--- config.mk ---
export PLATFORM = sky130hd
export DESIGN_NAME = adcc_top
export DESIGN_NICKNAME = d
export VERILOG_FILES = /design/src/hdl/adcc_pkg.sv /design/src/hdl/adcc_sar.sv /design/src/hdl/adcc_top.sv
export VERILOG_INCLUDE_DIRS = /design/src /design/src/hdl
export SDC_FILE = /design/constraint.sdc
export NUM_CORES = 1
export LEC_CHECK = 0
export BUFFER_PORTS_ARGS = -buffer_cell sky130_fd_sc_hd__buf_2
export CAP_MARGIN = 20
export CORE_MARGIN = 4
export CORE_UTILIZATION = 46
export DETAILED_ROUTE_END_ITERATION = 10
export GPL_ROUTABILITY_DRIVEN = 0
export GPL_TIMING_DRIVEN = 0
export PLACE_DENSITY = 0.76
export SYNTH_ARGS = -nofsm -noshare
export SYNTH_HDL_FRONTEND = slang
export SYNTH_SLANG_ARGS = --single-unit
--- constraint.sdc ---
create_clock -name CLK -period 1.95 [get_ports CLK]
set_input_delay 0.39 -clock CLK [delete_from_list [all_inputs] [get_ports CLK]]
set_output_delay 0.39 -clock CLK [all_outputs]
set_load 0.1 [all_outputs]
--- src/hdl/adcc_defines.svh ---
`ifndef ADCC_DEFINES_SVH
`define ADCC_DEFINES_SVH
// ---------------------------------------------------------------
// Register indices and address width
// ---------------------------------------------------------------
`define ADCC_IDX_CTRL      8'hD0
`define ADCC_IDX_RESULT    8'hD1
`define ADCC_ADDR_W        10
// ---------------------------------------------------------------
// Control field positions
// ---------------------------------------------------------------
`define ADCC_BIT_IRQ_EN    7
`define ADCC_BIT_DONE      6
`define ADCC_BIT_START     5
`define ADCC_BIT_PWR       4
`define ADCC_BIT_OSC_OFF   2
`define ADCC_CTRL_RESET    8'h40
`define ADCC_WMASK         8'h94
// ---------------------------------------------------------------
// Conversion timing
// ---------------------------------------------------------------
`define ADCC_SAR_STEPS     8
`define ADCC_STEP_CYCLES   16
`define ADCC_FULL_SCALE    8'hFF
`define ADCC_ZERO_SCALE    8'h00
`endif

--- src/hdl/adcc_pkg.sv ---
package adcc_pkg;
   // ------------------------------------------------------------
   // Types
   // ------------------------------------------------------------
   typedef enum logic [2:0] {
      ADCC_IDLE    = 3'b001,
      ADCC_SAMPLE  = 3'b010,
      ADCC_CONVERT = 3'b100
   } adcc_state_type;

   typedef struct packed {
      logic       hold;
      logic       below_low;
      logic       above_high;
   } adcc_analog_type;
endpackage

--- src/hdl/adcc_sar.sv ---
`timescale 1ns/100ps
`include "adcc_defines.svh"
module adcc_sar
   import adcc_pkg::*;
#(
   parameter int STEP_CYCLES = `ADCC_STEP_CYCLES
) (
   input  wire logic       clk,
   input  wire logic       resetn,
   input  wire logic       ce,
   input  wire logic       go,
   input  wire logic       cmp_high,
   input  wire logic       halt,
   output logic            busy,
   output logic            finish,
   output logic [7:0]      trial,
   output logic [7:0]      code
);
   // ------------------------------------------------------------
   // Successive approximation sequencer
   // ------------------------------------------------------------
   logic [7:0]  bit_q;
   logic [7:0]  bit_d;
   logic [7:0]  acc_q;
   logic [7:0]  acc_d;
   logic [15:0] tick_q;
   logic [15:0] tick_d;
   logic        busy_q;
   logic        busy_d;
   logic        fin_q;
   logic        fin_d;
   wire  logic  step_end;
   wire  logic  last_bit;
   wire  logic [7:0] kept;

   assign step_end = (tick_q == 16'(STEP_CYCLES - 1));
   assign last_bit = bit_q[0];
   // Comparator high means input above trial, keep the bit
   assign kept     = cmp_high ? (acc_q | bit_q) : acc_q;
   assign trial    = acc_q | bit_q;
   assign busy     = busy_q;
   assign finish   = fin_q;
   assign code     = acc_q;

   always_comb begin
      bit_d  = bit_q;
      acc_d  = acc_q;
      tick_d = tick_q;
      busy_d = busy_q;
      fin_d  = 1'b0;
      if (go) begin
         bit_d  = 8'h80;
         acc_d  = 8'h00;
         tick_d = 16'h0000;
         busy_d = 1'b1;
      end else if (halt) begin
         busy_d = 1'b0;
      end else if (busy_q) begin
         if (step_end) begin
            tick_d = 16'h0000;
            acc_d  = kept;
            bit_d  = bit_q >> 1;
            if (last_bit) begin
               busy_d = 1'b0;
               fin_d  = 1'b1;
            end
         end else begin
            tick_d = tick_q + 16'h0001;
         end
      end
   end

   always_ff @(posedge clk or negedge resetn) begin
      if (!resetn) begin
         bit_q  <= 8'h00;
         acc_q  <= 8'h00;
         tick_q <= 16'h0000;
         busy_q <= 1'b0;
         fin_q  <= 1'b0;
      end else if (ce) begin
         bit_q  <= bit_d;
         acc_q  <= acc_d;
         tick_q <= tick_d;
         busy_q <= busy_d;
         fin_q  <= fin_d;
      end
   end
endmodule // adcc_sar

--- src/hdl/adcc_top.sv ---
// Our own choice: the Avalon-MM interface to the registers.
`timescale 1ns/100ps
`include "adcc_defines.svh"
module adcc_top
   import adcc_pkg::*;
#(
   parameter int STEP_CYCLES = `ADCC_STEP_CYCLES
) (
   input  wire logic                      CLK,
   input  wire logic                      RESETN,
   input  wire logic                      CE,
   input  wire logic [`ADCC_ADDR_W-1:0]   AVS_ADDRESS,
   input  wire logic                      AVS_READ,
   input  wire logic                      AVS_WRITE,
   input  wire logic [31:0]               AVS_WRITEDATA,
   input  wire logic [3:0]                AVS_BYTEENABLE,
   output logic [31:0]                    AVS_READDATA,
   output logic                           AVS_WAITREQUEST,
   input  wire logic                      CMP_HIGH,
   input  wire logic                      ABOVE_HIGH_REF,
   input  wire logic                      BELOW_LOW_REF,
   input  wire logic                      WAIT_MODE,
   input  wire logic                      STOP_MODE,
   output logic [7:0]                     SAR_TRIAL,
   output logic                           CONV_ACTIVE,
   output logic                           CONVERTER_POWER_ON,
   output logic                           MAIN_OSC_DISABLE,
   output logic                           COMPLETION_IRQ,
   output logic                           WAKE_REQUEST
);
   // ------------------------------------------------------------
   // Bus decode
   // ------------------------------------------------------------
   localparam logic [7:0] ctrl_rst = `ADCC_CTRL_RESET;
   logic        ack_q;
   logic        wait_q;
   logic [31:0] rdata_q;
   logic        irq_en_q;
   logic        done_q;
   logic        pwr_q;
   logic        osc_off_q;
   logic [7:0]  result_q;
   logic [7:0]  trial_q;
   logic        active_q;
   logic        irq_q;
   logic        wake_q;
   logic        irq_en_d;
   logic        done_d;
   logic        pwr_d;
   logic        osc_off_d;
   logic [7:0]  result_d;
   wire  logic  req;
   wire  logic  wr_take;
   wire  logic  rd_take;
   wire  logic  hit_ctrl;
   wire  logic  hit_result;
   wire  logic  lane0;
   wire  logic [7:0] wbyte;
   wire  logic  start_hit;
   wire  logic  go;
   wire  logic  halt;
   wire  logic  finish;
   wire  logic  busy;
   wire  logic [7:0] trial;
   wire  logic [7:0] code;
   wire  logic [7:0] final_code;
   wire  logic [7:0] ctrl_view;
   wire  logic [31:0] rdata_d;
   adcc_analog_type  ana;

   // Byte addressed: index times four
   assign hit_ctrl   = (AVS_ADDRESS == `ADCC_ADDR_W'({`ADCC_IDX_CTRL, 2'b00}));
   assign hit_result = (AVS_ADDRESS == `ADCC_ADDR_W'({`ADCC_IDX_RESULT, 2'b00}));
   assign req        = (AVS_READ | AVS_WRITE) & ~ack_q;
   // Write lands on the answering edge; read data is fetched one cycle early
   assign wr_take    = AVS_WRITE & ack_q & CE;
   assign rd_take    = AVS_READ & ~ack_q & CE;
   assign lane0      = AVS_BYTEENABLE[0];
   assign wbyte      = AVS_WRITEDATA[7:0];

   // ------------------------------------------------------------
   // Converter control
   // ------------------------------------------------------------
   assign ana.hold       = 1'b0;
   assign ana.below_low  = BELOW_LOW_REF;
   assign ana.above_high = ABOVE_HIGH_REF;

   assign start_hit = wr_take & hit_ctrl & lane0 & wbyte[`ADCC_BIT_START];
   assign go        = start_hit & pwr_d & ~STOP_MODE;
   // stop mode or power off halts
   assign halt      = STOP_MODE | ~pwr_q;

   assign final_code = ana.above_high ? `ADCC_FULL_SCALE :
                       ana.below_low  ? `ADCC_ZERO_SCALE : code;

   // start reads zero, unused bits too
   assign ctrl_view = {irq_en_q, done_q, 1'b0, pwr_q, 1'b0, osc_off_q, 2'b00};
   assign rdata_d   = hit_ctrl   ? {24'h0000_00, ctrl_view} :
                      hit_result ? {24'h0000_00, result_q}  : 32'h0000_0000;

   adcc_sar #(
      .STEP_CYCLES (STEP_CYCLES)
   ) u_sar (
      .clk      (CLK),
      .resetn   (RESETN),
      .ce       (CE),
      .go       (go),
      .cmp_high (CMP_HIGH),
      .halt     (halt),
      .busy     (busy),
      .finish   (finish),
      .trial    (trial),
      .code     (code)
   );

   always_comb begin
      irq_en_d  = irq_en_q;
      done_d    = done_q;
      pwr_d     = pwr_q;
      osc_off_d = osc_off_q;
      result_d  = result_q;
      if (wr_take & hit_ctrl & lane0) begin
         irq_en_d  = wbyte[`ADCC_BIT_IRQ_EN];
         pwr_d     = wbyte[`ADCC_BIT_PWR];
         osc_off_d = wbyte[`ADCC_BIT_OSC_OFF];
      end
      if (go) begin
         done_d = 1'b0;
      end else if (finish) begin
         done_d   = 1'b1;
         result_d = final_code;
      end
   end

   // ------------------------------------------------------------
   // Registers
   // ------------------------------------------------------------
   always_ff @(posedge CLK or negedge RESETN) begin
      if (!RESETN) begin
         irq_en_q  <= ctrl_rst[`ADCC_BIT_IRQ_EN];
         done_q    <= ctrl_rst[`ADCC_BIT_DONE];
         pwr_q     <= ctrl_rst[`ADCC_BIT_PWR];
         osc_off_q <= ctrl_rst[`ADCC_BIT_OSC_OFF];
         result_q  <= 8'h00;
      end else if (CE) begin
         irq_en_q  <= irq_en_d;
         done_q    <= done_d;
         pwr_q     <= pwr_d;
         osc_off_q <= osc_off_d;
         result_q  <= result_d;
      end
   end

   always_ff @(posedge CLK or negedge RESETN) begin
      if (!RESETN) begin
         ack_q   <= 1'b0;
         wait_q  <= 1'b1;
         rdata_q <= 32'h0000_0000;
      end else if (CE) begin
         ack_q   <= req;
         wait_q  <= ~req;
         rdata_q <= rd_take ? rdata_d : rdata_q;
      end
   end

   always_ff @(posedge CLK or negedge RESETN) begin
      if (!RESETN) begin
         trial_q  <= 8'h00;
         active_q <= 1'b0;
         irq_q    <= 1'b0;
         wake_q   <= 1'b0;
      end else if (CE) begin
         trial_q  <= trial;
         active_q <= busy;
         irq_q    <= irq_en_d & done_d;
         wake_q   <= irq_en_d & done_d & WAIT_MODE & ~STOP_MODE;
      end
   end

   // ------------------------------------------------------------
   // Outputs
   // ------------------------------------------------------------
   // validity shown by flag
   assign AVS_READDATA       = rdata_q;
   // Waitrequest high until the registered answer is ready
   assign AVS_WAITREQUEST    = wait_q;
   assign SAR_TRIAL          = trial_q;
   assign CONV_ACTIVE        = active_q;
   assign CONVERTER_POWER_ON = pwr_q;
   assign MAIN_OSC_DISABLE   = osc_off_q;
   assign COMPLETION_IRQ     = irq_q;
   assign WAKE_REQUEST       = wake_q;
endmodule // adcc_top

==> impl_metrics.yaml <==
critical_path:
  crit_slowest_cell: "dfrtp_1"
  critPathTopFamily: "simple AND/OR/NAND/NOR gates"
  reg2reg_depth: 5
  critical_path_class: "reg -> reg"
  worstPathRequired_ps: 2190
  critPathBufInv: 1
  arrival_ps: 2130
  path_max_fanout: 10
  rr_startpoint: "u_sar.tick_q[8]"
  start_kind: "flop"
  crit_chain: "nor4_2, and4_4, clkbuf_4, o21ai_0, a32o_1"
  slowest_delay_ps: 450
  worstReg2RegEnd: "u_sar.tick_q[10]"
  crit_path_end_kind: "flop"
  rrSetupSlack_ps: 60
power:
  peakVddDrop_uv: 394
  p_int_w: 0.00236
  power.share.combinational: 0.149
  p_clk_frac: 0.428
  power.total_w: 0.00336
  p_leak_nw: 1.95
  powerDensity_nw_per_um2: 822
  sw_frac_of_total: 0.298
  switchingPower_w: 0.00100
  seqPwrFrac: 0.423
timing:
  fin_worst_skew_ps: 14.8
  post-route-min-period_ps: 1890
  max_freq_ghz: 0.528
  hold_ws_ps: 135
  finalCritPeriodShare: 0.970
  final_max_slew_viol_count: 0
  slew_headroom: 0.454
  hold_violations: 0
  worstMarginPinSlew_ps: 819
  setup_viol: 0
placed_design:
  place_hpwl_microns: 5410
  io_buffers: 44
  dpl.cell_count: 512
  place_area_sq_um: 3790
yosys:
  async_flop_share: 1.00
  synth-simple-area-share: 0.190
  syn_avg_cell_area_sq_um: 9.59
  synth_top_family_by_area: "simple AND/OR/NAND/NOR gates"
  synth_compound_area_frac: 0.161
  ys_seq_elements: 67
  synth-xor-area-share: 0.00262
  yosys.area.top_type: "dfrtp_1"
  seq_area_frac_synth: 0.502
  syn_area_sq_um: 3350
  synth_area_leaders: "dfrtp_1 49%, a21oi_1 5.5%, buf_4 5.4%"
  ys_warn_count: 0
  synthAdderAreaFrac: 0.00374
  synth_top_area_frac: 0.486
  synth_mux_area_frac: 0.0456
  ys.flop_type: "dfrtp_1"
  synth-edff-count: 0
  yosysUniqueCellTypes: 49
  netlist_instances: 349
grt:
  grt_pass1_vias: 2730
  grt_pass1_wl_microns: 13200
  grt_max_degree: 68
  overflow: 0
  antenna_found_initial: 0
  track_usage: 0.189
cts:
  insertion_delay_ps: 360
  htree_levels: 3
  ctsRootBufferMaster: "clkbuf_8"
  cts.path.max_buffers: 2
  cts_tree: "built"
  cts_buffers: 9
  clock-sinks: 67
  clkTransAtPathRegs_ps: 90
  cts_hold_buf: 0
floorplanning:
  die_area_sq_um: 8700
  die_x_microns: 93.3
  die_h_microns: 93.3
  coreArea_sq_um: 6940
  row_count: 30
  io_pins: 102
  start_util: 0.482
finish:
  instances_no_fill: 526
  area_growth_pct: 22.0
  drive_gt1_frac: 0.258
  fin_area_sq_um: 4080
  mostFrequentLayoutCells: "62 x dfrtp_1, 44 x buf_2, 38 x nor2_1"
  layout_commonest_cell: "dfrtp_1"
  fin_nets: 482
  diodes: 0
job:
  max-cap-violations: 0
drt:
  dr_total_vias: 2799
  final_antenna_net_count: 0
  drc: 0
  drtPass1Iterations: 5
  drt_wl_total_microns: 7640
  drt_iter0_drc: 156
  wl_per_cell_microns: 14.5
  viasPerCell: 5.32
outcome:
  status: "finished clean"
worst_hold_path:
  hold_class: "in -> async"
==> kinds of logic (layout without fill, tap and decap cells) <==
group                      count (synthesis)  in the layout
xor gates and xnor gates                   1              1
and+or+nand+nor                          120            120
DFF                                       67             67
buffers and inverters                     55            113
adders and majority gates                  1              1
muxes                                     15             15
other                                      1             24
AOI/OAI and AO/OA                         89             89
==> what timing repair did <==
action                     in CTS  in global routing
gates cloned                    0                  0
buffers inserted                0                  2
resized for setup               7                  6
pin swaps                       1                  2
setup endpoints to repair      25                 14
==> metrics by stage <==
| step | util | setup TNS [ps] | setup WS (ps) |
|---|---|---|---|
| after floorplan | - | -1300 | -63.9 |
| after global placement | 0.545 | -9630 | -250 |
| after detailed placement | 0.546 | -10530 | -291 |
| after CTS | 0.585 | 0 | 25.7 |
| after global routing | 0.588 | -7.19 | -6.23 |
| final | 0.588 | 0 | 57.6 |
==> flip-flops by register name, indices dropped and copies added (netlist names) <==
name and cells:
u_sar.bit_q 8, CONV_ACTIVE 1, u_sar.finish 1, irq_en_q 1
MAIN_OSC_DISABLE 1, AVS_WAITREQUEST 1, u_sar.tick_q 16, CONVERTER_POWER_ON 1
WAKE_REQUEST 1, ack_q 1, u_sar.busy 1, done_q 1
result_q 8, SAR_TRIAL 8, COMPLETION_IRQ 1, AVS_READDATA 8
u_sar.code 8
==> worst max path at each step <==
stage                         start                to  depth (start not counted)
finish              u_sar.tick_q[8]  u_sar.tick_q[10]                          5
CTS                 u_sar.tick_q[0]   u_sar.tick_q[4]                          6
detailed placement  u_sar.tick_q[4]  u_sar.tick_q[10]                          6
global placement     AVS_ADDRESS[5]   u_sar.tick_q[4]                          7
floorplan            AVS_ADDRESS[5]    u_sar.bit_q[2]                          6
global route        u_sar.tick_q[4]  u_sar.tick_q[10]                          5
==> layer usage <==
metal	part of all wire	vias to the layer above	global-route usage
met2	0.50	76	0.321
met5	0	-	0
met3	0.071	7	0.0491
met4	0.0096	0	0.0623
li1	-	1355	-
met1	0.42	1361	0.234
==> worst reg2reg max path: stages (launching register included) <==
cell      delay, ps
dfrtp_1         450
nor4_2          450
and4_4          320
clkbuf_4        210
o21ai_0         110
a32o_1          230
==> power by group through the flow <==
stage               sequential, W  combinational [W]  clock [W]
floorplan                 0.00157           0.000292          0
global placement          0.00145           0.000495          0
detailed placement        0.00145           0.000499          0
CTS                       0.00142           0.000499    0.00146
global route              0.00142           0.000526    0.00153
finish                    0.00142           0.000501    0.00144
==> synthesized netlist by cell type, drive strengths merged (2+ instances only) <==
library cell	instances
buf	32
clkbuf	8
or4b	2
nand3b	3
o2bb2ai	3
a22o	4
o31ai	2
a21oi	38
nor4	4
and2	2
mux2	2
nand2	28
nand3	12
and3	3
and4	3
or4	5
or3	5
mux2i	13
a32o	4
dfstp	2
o21ai	21
nor2	39
a21o	2
inv	15
nand4bb	2
a31oi	8
nand4	8
dfrtp	65
o211ai	2
==> area by class of cell <==
class | instances | area [sq um]
Clock buffer | 9 | 124
Timing Repair Buffer | 46 | 238
Multi-Input combinational cell | 250 | 1480
Sequential cell | 67 | 1690
Buffer | 36 | 253
Tap cell | 96 | 120
Clock inverter | 7 | 124
Fill cell | 590 | 2860
Inverter | 15 | 56.3
No activity file was read; power rests on OpenSTA's default activity.
